--- config.mk ---
export PLATFORM = sky130hd
export DESIGN_NAME = playback_range_compressor_ctrl
export DESIGN_NICKNAME = d
export VERILOG_FILES = /design/src/hw/hold_interval_timer.v /design/src/hw/playback_range_compressor_ctrl.v
export VERILOG_INCLUDE_DIRS = /design/src /design/src/hw
export SDC_FILE = /design/constraint.sdc
export NUM_CORES = 1
export LEC_CHECK = 0
export ABC_AREA = 1
export BUFFER_PORTS_ARGS = -buffer_cell sky130_fd_sc_hd__buf_2
export CORE_MARGIN = 1.5
export CORE_UTILIZATION = 35
export CTS_CLUSTER_DIAMETER = 40
export DETAILED_ROUTE_END_ITERATION = 10
export PLACE_DENSITY = 0.6
export SLEW_MARGIN = 10
export SYNTH_ARGS = -nofsm -noshare
export SYNTH_HDL_FRONTEND = slang
export SYNTH_SLANG_ARGS = --single-unit
--- constraint.sdc ---
create_clock -name clk_sys_in -period 11.3 [get_ports clk_sys_in]
set_input_delay 2.26 -clock clk_sys_in [delete_from_list [all_inputs] [get_ports clk_sys_in]]
set_output_delay 2.26 -clock clk_sys_in [all_outputs]
set_load 0.01 [all_outputs]
--- src/hw/range_compressor_defines.vh ---
// Register map, field layout, reset values and constants of the playback range compressor
`ifndef RANGE_COMPRESSOR_DEFINES_VH
`define RANGE_COMPRESSOR_DEFINES_VH

// ****************************************
// Register offsets
// ****************************************
`define ADDR_COMPRESSOR_CONTROL_ONE 8'h44
`define ADDR_COMPRESSOR_CONTROL_TWO 8'h45
`define ADDR_COMPRESSOR_CONTROL_THREE 8'h46

// ****************************************
// Field positions
// ****************************************
`define ENABLE_BIT 6
`define THRESHOLD_MSB 4
`define THRESHOLD_LSB 2
`define HYSTERESIS_MSB 1
`define HYSTERESIS_LSB 0
`define HOLD_MSB 6
`define HOLD_LSB 3
`define ATTACK_MSB 7
`define ATTACK_LSB 4
`define DECAY_MSB 3
`define DECAY_LSB 0

// ****************************************
// Reset values
// ****************************************
`define RESET_ENABLE 1'h0
`define RESET_THRESHOLD 3'h3
`define RESET_HYSTERESIS 2'h3
`define RESET_HOLD 4'h7
`define RESET_ATTACK 4'h0
`define RESET_DECAY 4'h0

// ****************************************
// Gain arithmetic (gain reduction in dB with 21 fractional bits)
// ****************************************
`define GAIN_W 27
`define GAIN_MAX 27'h7ffffff
`define ATTACK_SHIFT_BASE 5'h17
`define DECAY_SHIFT_BASE 5'h0f
`define LOG_FULL_SCALE 5'h17
`define LOG_TOP_BIT 5'h16
`define THRESHOLD_STEP_Q2 7'h0c
`define OCTAVE_PER_DB_Q8 6'h2b

// ****************************************
// Hold lengths in word clocks
// ****************************************
`define HOLD_BASE 18'h00020
`define HOLD_CODE_10 18'h04000
`define HOLD_CODE_11 18'h08000
`define HOLD_CODE_12 18'h10000
`define HOLD_CODE_13 18'h18000
`define HOLD_CODE_14 18'h20000
`define HOLD_CODE_15 18'h28000

// ****************************************
// Compressor states
// ****************************************
`define ST_RELEASE 2'h0
`define ST_ATTACK 2'h1
`define ST_HOLD 2'h2

`endif

--- src/hw/hold_interval_timer.v ---
// Hold interval timer counted in DAC word clocks
`timescale 1ns/10ps
`default_nettype none
`include "range_compressor_defines.vh"

module hold_interval_timer (
  input wire clk_sys_in,
  input wire resetn_in,
  input wire [3:0] hold_code_in,
  input wire start_in,
  input wire tick_in,
  output reg expired_out
);

  reg [17:0] remaining;
  reg running;
  reg [17:0] hold_len;

  // ****************************************
  // Code to length
  // ****************************************
  always @* begin
    case (hold_code_in)
      4'h0: hold_len = 18'h00000;
      4'ha: hold_len = `HOLD_CODE_10;
      4'hb: hold_len = `HOLD_CODE_11;
      4'hc: hold_len = `HOLD_CODE_12;
      4'hd: hold_len = `HOLD_CODE_13;
      4'he: hold_len = `HOLD_CODE_14;
      4'hf: hold_len = `HOLD_CODE_15;
      default: hold_len = `HOLD_BASE << (hold_code_in - 4'h1);
    endcase
  end

  // ****************************************
  // Countdown
  // ****************************************
  always @(posedge clk_sys_in) begin
    if (!resetn_in) begin
      remaining <= 18'h00000;
      running <= 1'b0;
      expired_out <= 1'b0;
    end else if (start_in) begin
      remaining <= hold_len;
      running <= (hold_len != 18'h00000);
      expired_out <= (hold_len == 18'h00000);
    end else if (tick_in && running) begin
      remaining <= remaining - 18'h00001;
      if (remaining == 18'h00001) begin
        running <= 1'b0;
        expired_out <= 1'b1;
      end
    end
  end

endmodule
`default_nettype wire

--- src/hw/playback_range_compressor_ctrl.v ---
// Playback dynamic range compressor: control registers, level detect, gain law and gain apply
`timescale 1ns/10ps
`default_nettype none
`include "range_compressor_defines.vh"

module playback_range_compressor_ctrl (
  input wire clk_sys_in,
  input wire resetn_in,
  input wire [7:0] reg_addr_in,
  input wire reg_wr_in,
  input wire reg_rd_in,
  input wire [7:0] reg_wdata_in,
  output reg [7:0] reg_rdata_out,
  input wire [23:0] sample_in,
  input wire sample_valid_in,
  output reg [23:0] sample_out,
  output reg sample_valid_out,
  output wire [8:0] gain_reduction_out,
  output wire compressing_out
);

  reg enable;
  reg [2:0] threshold_code;
  reg [1:0] hysteresis_code;
  reg [3:0] hold_code;
  reg [3:0] attack_code;
  reg [3:0] decay_code;
  reg [1:0] state;
  reg [`GAIN_W-1:0] gain;
  wire hold_expired;
  reg hold_start;

  // ****************************************
  // Register writes
  // ****************************************
  always @(posedge clk_sys_in) begin
    if (!resetn_in) begin
      enable <= `RESET_ENABLE;
      threshold_code <= `RESET_THRESHOLD;
      hysteresis_code <= `RESET_HYSTERESIS;
      hold_code <= `RESET_HOLD;
      attack_code <= `RESET_ATTACK;
      decay_code <= `RESET_DECAY;
    end else if (reg_wr_in) begin
      case (reg_addr_in)
        `ADDR_COMPRESSOR_CONTROL_ONE: begin
          enable <= reg_wdata_in[`ENABLE_BIT];
          threshold_code <= reg_wdata_in[`THRESHOLD_MSB:`THRESHOLD_LSB];
          hysteresis_code <= reg_wdata_in[`HYSTERESIS_MSB:`HYSTERESIS_LSB];
        end
        `ADDR_COMPRESSOR_CONTROL_TWO: begin
          hold_code <= reg_wdata_in[`HOLD_MSB:`HOLD_LSB];
        end
        `ADDR_COMPRESSOR_CONTROL_THREE: begin
          attack_code <= reg_wdata_in[`ATTACK_MSB:`ATTACK_LSB];
          decay_code <= reg_wdata_in[`DECAY_MSB:`DECAY_LSB];
        end
        default: begin
        end
      endcase
    end
  end

  // ****************************************
  // Register reads
  // ****************************************
  // Reserved bits are not stored and read as zero
  always @(posedge clk_sys_in) begin
    if (!resetn_in) begin
      reg_rdata_out <= 8'h00;
    end else if (reg_rd_in) begin
      case (reg_addr_in)
        `ADDR_COMPRESSOR_CONTROL_ONE: reg_rdata_out <= {1'b0, enable, 1'b0, threshold_code, hysteresis_code};
        `ADDR_COMPRESSOR_CONTROL_TWO: reg_rdata_out <= {1'b0, hold_code, 3'h0};
        `ADDR_COMPRESSOR_CONTROL_THREE: reg_rdata_out <= {attack_code, decay_code};
        default: reg_rdata_out <= 8'h00;
      endcase
    end
  end

  // ****************************************
  // Level detect (dB below full scale, quarter dB)
  // ****************************************
  wire [23:0] mag_raw = sample_in[23] ? (24'h000000 - sample_in) : sample_in;
  wire [22:0] mag = mag_raw[23] ? 23'h7fffff : mag_raw[22:0];
  reg [4:0] msb;
  reg [22:0] norm;
  reg [7:0] below_q3;
  integer i;

  always @* begin
    msb = 5'h00;
    for (i = 0; i < 23; i = i + 1) begin
      if (mag[i]) begin
        msb = i[4:0];
      end
    end
    norm = mag << (`LOG_TOP_BIT - msb);
    below_q3 = {(`LOG_FULL_SCALE - msb), 3'h0} - {5'h00, norm[21:19]};
  end

  wire [9:0] level_q2 = {2'h0, below_q3} + {1'b0, below_q3, 1'b0};
  wire [3:0] thr_index = {1'b0, threshold_code} + 4'h1;
  wire [9:0] threshold_q2 = {3'h0, thr_index, 3'h0} + {4'h0, thr_index, 2'h0};
  wire [9:0] hysteresis_q2 = {6'h00, hysteresis_code, 2'h0};
  wire over = level_q2 < threshold_q2;
  wire released = level_q2 > (threshold_q2 + hysteresis_q2);

  // ****************************************
  // Gain law
  // ****************************************
  wire [`GAIN_W-1:0] attack_step = {{(`GAIN_W-1){1'b0}}, 1'b1} << (`ATTACK_SHIFT_BASE - {1'b0, attack_code});
  wire [`GAIN_W-1:0] decay_step = {{(`GAIN_W-1){1'b0}}, 1'b1} << (`DECAY_SHIFT_BASE - {1'b0, decay_code});
  wire [`GAIN_W:0] gain_up = {1'b0, gain} + {1'b0, attack_step};
  wire [`GAIN_W-1:0] gain_sat = gain_up[`GAIN_W] ? `GAIN_MAX : gain_up[`GAIN_W-1:0];
  wire [`GAIN_W-1:0] gain_down = (gain > decay_step) ? (gain - decay_step) : {`GAIN_W{1'b0}};

  reg [1:0] next_state;
  reg [`GAIN_W-1:0] next_gain;

  always @* begin
    next_state = state;
    next_gain = gain;
    hold_start = 1'b0;
    case (state)
      `ST_ATTACK: begin
        // Gain only grows while the level is above threshold; inside the hysteresis band it is kept
        if (over) begin
          next_gain = gain_sat;
        end
        if (released) begin
          next_state = `ST_HOLD;
          hold_start = 1'b1;
        end
      end
      `ST_HOLD: begin
        if (over) begin
          next_state = `ST_ATTACK;
        end else if (hold_expired) begin
          next_state = `ST_RELEASE;
        end
      end
      `ST_RELEASE: begin
        if (over) begin
          next_state = `ST_ATTACK;
          next_gain = gain_sat;
        end else begin
          next_gain = gain_down;
        end
      end
      default: begin
        next_state = `ST_RELEASE;
      end
    endcase
  end

  always @(posedge clk_sys_in) begin
    if (!resetn_in) begin
      state <= `ST_RELEASE;
      gain <= {`GAIN_W{1'b0}};
    end else if (!enable) begin
      state <= `ST_RELEASE;
      gain <= {`GAIN_W{1'b0}};
    end else if (sample_valid_in) begin
      state <= next_state;
      gain <= next_gain;
    end
  end

  hold_interval_timer u_hold (
    .clk_sys_in(clk_sys_in),
    .resetn_in(resetn_in),
    .hold_code_in(hold_code),
    .start_in(hold_start && enable && sample_valid_in),
    .tick_in(sample_valid_in),
    .expired_out(hold_expired)
  );

  // ****************************************
  // Gain apply
  // ****************************************
  wire [8:0] gain_q3 = gain[`GAIN_W-1:`GAIN_W-9];
  wire [14:0] octave_prod = gain_q3 * `OCTAVE_PER_DB_Q8;
  wire [3:0] oct_int = octave_prod[14:11];
  wire [2:0] oct_frac = octave_prod[10:8];
  wire signed [23:0] shifted = $signed(sample_in) >>> oct_int;
  wire signed [27:0] frac_prod = shifted * $signed({1'b0, oct_frac});
  wire signed [27:0] frac_corr = frac_prod >>> 4;
  wire [23:0] compressed = shifted - frac_corr[23:0];

  always @(posedge clk_sys_in) begin
    if (!resetn_in) begin
      sample_out <= 24'h000000;
      sample_valid_out <= 1'b0;
    end else begin
      sample_valid_out <= sample_valid_in;
      if (sample_valid_in) begin
        sample_out <= enable ? compressed : sample_in;
      end
    end
  end

  assign gain_reduction_out = gain_q3;
  assign compressing_out = enable && (state == `ST_ATTACK);

endmodule
`default_nettype wire

### Yosys cells after proc, flatten, opt, wreduce, memory -nomap -nowiden

Cells that the tools add are included.

* register bits: 100
* bits of input ports: 45
* output and inout port bits: 43
* logic and storage cells: 120

* add/subtract/negate cells: 15
* multiply operators: 2
* order comparisons: 3
* equal/unequal tests: 16
* shift operators: 5
* multiplexer cells: 47
* reduce and logical (&&, ||, !) cells: 18

Operators by type and width (count)
* $pmux W18 S7: 1
* $mux W27: 4
* $mux W5: 21
* $pmux W27 S2: 1
* $shl A1 B5 Y27 const A: 2
* $mux W24: 2
* $mux W18: 2
* $add A27 B27 Y28: 1
* $mul A24 B4 Y28: 1
* $gt A27 B27 Y1: 1
* $sub A27 B27 Y27: 1
* $eq A4 B4 Y1 const B: 6
* $eq A8 B7 Y1 const B: 3
* $pmux W8 S3: 1
* $sshr A24 B4 Y24: 1
* $sub A1 B24 Y24 const A: 1
* $sub A24 B24 Y24: 1
* $mux W23: 1
* $shl A23 B5 Y22: 1
* $eq A18 B1 Y1 const B: 1
* $logic_not A18 Y1: 1
* $reduce_bool A18 Y1: 1
* $shl A6 B4 Y18 const A: 1
* $sub A18 B1 Y18 const B: 1
* other kinds (26): 49

### Longest topological paths before layout

* depth after elaboration: 36
* gate-level depth with buffers: 63
* gate-level depth less buffers: 61

### Cells and area by module

From an unflattened synthesis, not the netlist that was laid out.

* cell total of the unflattened synthesis: 2603
* area, all modules: 15979.1 um^2

Modules (own cells, without submodules)
* playback_range_compressor_ctrl: instances 1, cells each 2391, area each 14562.7 um^2, sequential area each 1601.5 um^2
* hold_interval_timer: instances 1, cells each 212, area each 1416.4 um^2, sequential area each 400.4 um^2

### Worst setup path after synthesis

No wires, ideal clock.

* kind: register to register
* start: reg gain[25]
* end: reg sample_out[23]
* library setup time: 113 ps
* arrival: 9076 ps
* required time: 11187 ps
* setup slack: 2111 ps
* stages on the path, launching flop included: 59
* period minus slack after synthesis: 9189 ps
* cells stage by stage: dfxtp_1 inv_1 ha_1 inv_1 fa_1 inv_1 fa_1 ha_1 a21oi_1 o221ai_1 nand2_1 nand2_1 nand3_1 nand2_1 nand2_1 nand2_1 xnor2_1 clkbuf_1 (+23 left out) o21ai_0 a31oi_1 inv_1 a21oi_1 o21bai_1 a21oi_1 o21ai_0 nand3_1 nand2_1 nand3_1 nand2_1 xor2_1 xor2_1 nand2_1 nand2_1 nand2_1 o21ai_1 inv_1

* longest elaborated chain between the ends: 5

Ends and longest elaborated chain
* start: declaration: RTL line playback_range_compressor_ctrl.v:29 `` reg [`GAIN_W-1:0] gain; ``
* start signal: assignment: RTL line playback_range_compressor_ctrl.v:160 `` gain <= {`GAIN_W{1'b0}}; ``
* start signal: assignment: RTL line playback_range_compressor_ctrl.v:163 `` gain <= {`GAIN_W{1'b0}}; ``
* start signal: assignment: RTL line playback_range_compressor_ctrl.v:166 `gain <= next_gain;`
* $mul A9 B6 Y15 (no source line) (*)
* $sshr A24 B4 Y24: RTL line playback_range_compressor_ctrl.v:186 `wire signed [23:0] shifted = $signed(sample_in) >>> oct_int;`
* $mul A24 B4 Y28: RTL line playback_range_compressor_ctrl.v:187 `wire signed [27:0] frac_prod = shifted * $signed({1'b0, oct_frac});`
* $sub A24 B24 Y24 (*): RTL line playback_range_compressor_ctrl.v:189 `wire [23:0] compressed = shifted - frac_corr[23:0];`
* $mux W24 (*): RTL line playback_range_compressor_ctrl.v:198 `sample_out <= enable ? compressed : sample_in;`
* end signal: assignment: RTL line playback_range_compressor_ctrl.v:198
* end: declaration: RTL line playback_range_compressor_ctrl.v:16 `output reg [23:0] sample_out,`

Mark *: on every way between the ends. The rest lies on a longest branch, timed or not.
A chain may end at the register's enable or synchronous reset.

### Worst setup path in the final report

* start: reg gain[23]
* end: reg sample_out[23]

The elaborated chain is that of the path after synthesis.

==> results list <==
* Multiplexer area fraction after synthesis: 0.000631
* Number of cells produced by synthesis: 2613
* Arithmetic-cell share of the synthesized area counting full adders, half adders and majority gates: 0.204
- Sum of routed wire length over all layers: 47700 µm
- The commonest cells after synthesis are 581 x sky130_fd_sc_hd__nand2_1, 413 x sky130_fd_sc_hd__inv_1, 299 x sky130_fd_sc_hd__nor2_1.
- Iter 0 DRT Violations: 1154
- Combinational group share of total power: 0.481
* PD cells: 80.1 nW/µm²
- For the worst-skew pair, the clock arrives at the later sink with an insertion delay of 0.40 ns.
* Hold Path Class: reg -> reg
- Yosys top cell area share: 0.155
- Final-report max-slew violation count: 0
* Share of flip-flops with an asynchronous set or reset after synthesis: 0
- The number of antenna violations at the first check in global routing was 0.
* Relative contribution of sequential cells to total power: 0.263
* Post-synth EDFFs: 0
* Synthesized area per cell: 6.07 µm²
- The share of the Yosys chip area taken by registers is 0.126.
- The Yosys step of the flow raised 0 warnings.
- The routed layout has 16600 vias.
- TritonCTS created 9 clock buffers.
- The area growth from synthesis to layout is 8.44%.
- Remaining antenna violation count: 0
- The HPWL after detailed placement is 37700 µm.
- Antenna diode instance count: 0
- Fill count: 4868
- Final worst path period need: 10.40 ns
- The first TritonRoute pass finished after 5 iterations.
- Entering global routing, the biggest net connects 48 pins.
- Net Switching: 0.623 mW
- For this design, the slowest cell found on the critical path is sky130_fd_sc_hd__dfxtp_1.
* Count of distinct cell types in the synthesized netlist: 65
- Among all flip-flop cells after synthesis, the most frequent one is sky130_fd_sc_hd__dfxtp_1.
- Crit Path Category: reg -> reg
* Number of I/O pins: 88
* Dominant combinational cell family by area after synthesis: simple AND/OR/NAND/NOR gates
* H-Tree Depth: 3
- The largest single stage delay on the critical path is 0.54 ns.
- Most area-hungry cell type in the Yosys netlist: sky130_fd_sc_hd__ha_1
- Outcome: finished clean
- For the final routed database, the setup TNS stands at 0 ns.
* Worst Max-Slew Pin Slew: 1.22 ns
* Share of the synthesized area in compound gates (AO/OA/AOI/OAI): 0.173
- Placement row count: 77
* Most Frequent Cell on Critical Path: sky130_fd_sc_hd__nand2_1
- Height of the die: 216 µm
- Vias per cell: 5.12
- Of the total power, the clock network draws 0.256.
- Timing would allow up to 0.0961 GHz.
- Number of violations of the max-capacitance limit: 0
- For this run, the post-layout net count is 2935.
* DRC violations left: 0
* Share of the synthesized netlist area taken by xor and xnor gates: 0.0507
* Power consumption: 1.38 mW
* Ranking of synthesized cells by area: sky130_fd_sc_hd__ha_1 15%, sky130_fd_sc_hd__nand2_1 14%, sky130_fd_sc_hd__dfxtp_1 13%
* Clock transition at the registers of the reported paths: 0.09 ns
- Between clock sinks in the finished design, the worst skew comes to 0.0181 ns.
* Yosys reg bits: 100
* Netlist area before placement: 15900 µm²
- Of the total synthesized cell area, the portion taken by AND, OR, NAND and NOR gates is 0.314.
* Crit path launch type: register
* Number of sinks driven by the clock tree: 100
* GPL Wtd Cong: 0.932
- In this run the deepest clock path goes through 2 buffers.
- Overflow left after global routing: 0
- Across every metal layer, demand over resource in global routing totals 0.201.
- The floorplan step set the die width to 216 µm.
- The first global-routing pass estimated 77400 µm of wire.
- Root Buffer Master: sky130_fd_sc_hd__clkbuf_16
* CTS tree: built
- The count of buffers added on input and output ports is 87.
- The initial utilization of the core area, before any placement, comes to 0.357.
- Fraction of final layout cells sized beyond drive strength 1: 0.0790
* Final setup violation count: 0
* Routed wire per std cell: 14.7 µm
- The die covers 46600 µm².
- For the worst setup path, the data required time is 11.59 ns.
- IR analysis of the VDD net gives a maximum drop of 0.0884 mV.
* Leakage power: 8.96 nW
- The floorplan step defined a core boundary enclosing 44400 µm².
- STA classifies the critical path endpoint as a register.
- Largest fanout of any net on the critical path: 13
* Worst slew slack as a fraction of its limit: 0.186
- The hold violation total from the final report was 0.
- Internal power of the cells: 0.755 mW
* Most numerous cell in the Yosys netlist: sky130_fd_sc_hd__nand2_1
- Dividing the final minimum period by the clock period gives 0.921.
- STA puts the critical path data arrival time at 10.70 ns.
- The number of global-route vias before repair is 15600.
- Sw Share: 0.452
per-stage QoR:
step / util / hold slack (ns) / area, µm² / std cells / worst slack, ns
finish: 0.387 / 0.467 / 17200 / 3251 / 0.896
floorplan: - / 0.444 / 15900 / 2623 / 2.11
detailed placement: 0.377 / 0.455 / 16700 / 3226 / 0.318
global placement: 0.377 / 0.453 / 16700 / 3226 / 0.635
global route: 0.387 / 0.486 / 17200 / 3251 / -0.00592
CTS: 0.384 / 0.467 / 17000 / 3241 / 0.276
final timing paths:
kind | slack [ns] | start | cells after the start | to
worst min register to register | 0.47 | sample_out[17] | 2 | sample_out[17]
worst min-delay path | 0.47 | sample_out[17] | 2 | sample_out[17]
worst max-delay path | 0.90 | gain[23] | 55 | sample_out[23]
worst max register to register | 0.90 | gain[23] | 55 | sample_out[23]
repair_timing:
action	in CTS	in global routing
buffers inserted	0	6
setup endpoints to repair	0	10
hold buffers	0	0
gates resized for setup	0	14
state kept, by name (all words and copies together), names as in the netlist:
signal	count
attack_code	4
decay_code	4
enable	1
gain	27
hold_code	4
hysteresis_code	2
reg_rdata_out	8
sample_out	24
sample_valid_out	1
state	2
threshold_code	3
u_hold.expired_out	1
u_hold.remaining	18
u_hold.running	1
worst max-delay path, delay by kind of cell (launching register included):
family          cells  cell delay (ns)
fa+ha+maj           8             3.11
simple gates       18             1.99
xor+xnor            4             0.76
compound gates     15             3.02
buf+inv            10             0.85
flops               1             0.54
power by group through the flow:
stage / Clock (mW) / Combinational [mW] / Sequential (mW)
after floorplan: 0 / 0.537 / 0.371
after global placement: 0 / 0.644 / 0.370
after detailed placement: 0 / 0.661 / 0.370
after CTS: 0.365 / 0.664 / 0.362
after global routing: 0.373 / 0.754 / 0.362
final: 0.353 / 0.663 / 0.362
cell type report:
class / instances / area [µm²] / share of cell area
repair inverters: 2 / 10.0 / 0.000582
well taps: 592 / 741 / 0.0431
inverters: 434 / 1640 / 0.0953
repair buffers: 107 / 586 / 0.0341
clock inverters: 6 / 78.8 / 0.00459
clock buffers: 9 / 225 / 0.0131
multi-input cells: 2001 / 11900 / 0.693
flip-flops and latches: 100 / 2000 / 0.116
cell families (layout without fill, tap and decap cells):
kind of cell | count (synthesis) | in the layout
simple gates | 1159 | 1159
xor+xnor | 91 | 93
flops | 100 | 100
mux | 1 | 1
compound gates | 501 | 501
fa+ha+maj | 235 | 235
other cells | 2 | 12
buf+inv | 524 | 558
routing by layer:
layer | vias to the layer above | part of all wire | global-route usage
met2 | 399 | 0.47 | 0.344
met4 | 0 | 0.027 | 0.0634
met5 | - | 0 | 0
met1 | 7693 | 0.46 | 0.263
met3 | 68 | 0.043 | 0.0231
li1 | 8486 | - | -
cells in the final DEF, fill, tap and decap left out, types with 57 or more instances in the layout:
| cell | count |
|---|---|
| sky130_fd_sc_hd__nand2_1 | 579 |
| sky130_fd_sc_hd__nand3_1 | 145 |
| sky130_fd_sc_hd__a21oi_1 | 215 |
| sky130_fd_sc_hd__ha_1 | 196 |
| sky130_fd_sc_hd__inv_1 | 411 |
| sky130_fd_sc_hd__xor2_1 | 57 |
| sky130_fd_sc_hd__o21ai_0 | 183 |
| sky130_fd_sc_hd__nor2_1 | 299 |
| sky130_fd_sc_hd__buf_2 | 87 |
| sky130_fd_sc_hd__dfxtp_1 | 100 |
Power figures use the tool's default switching activity.
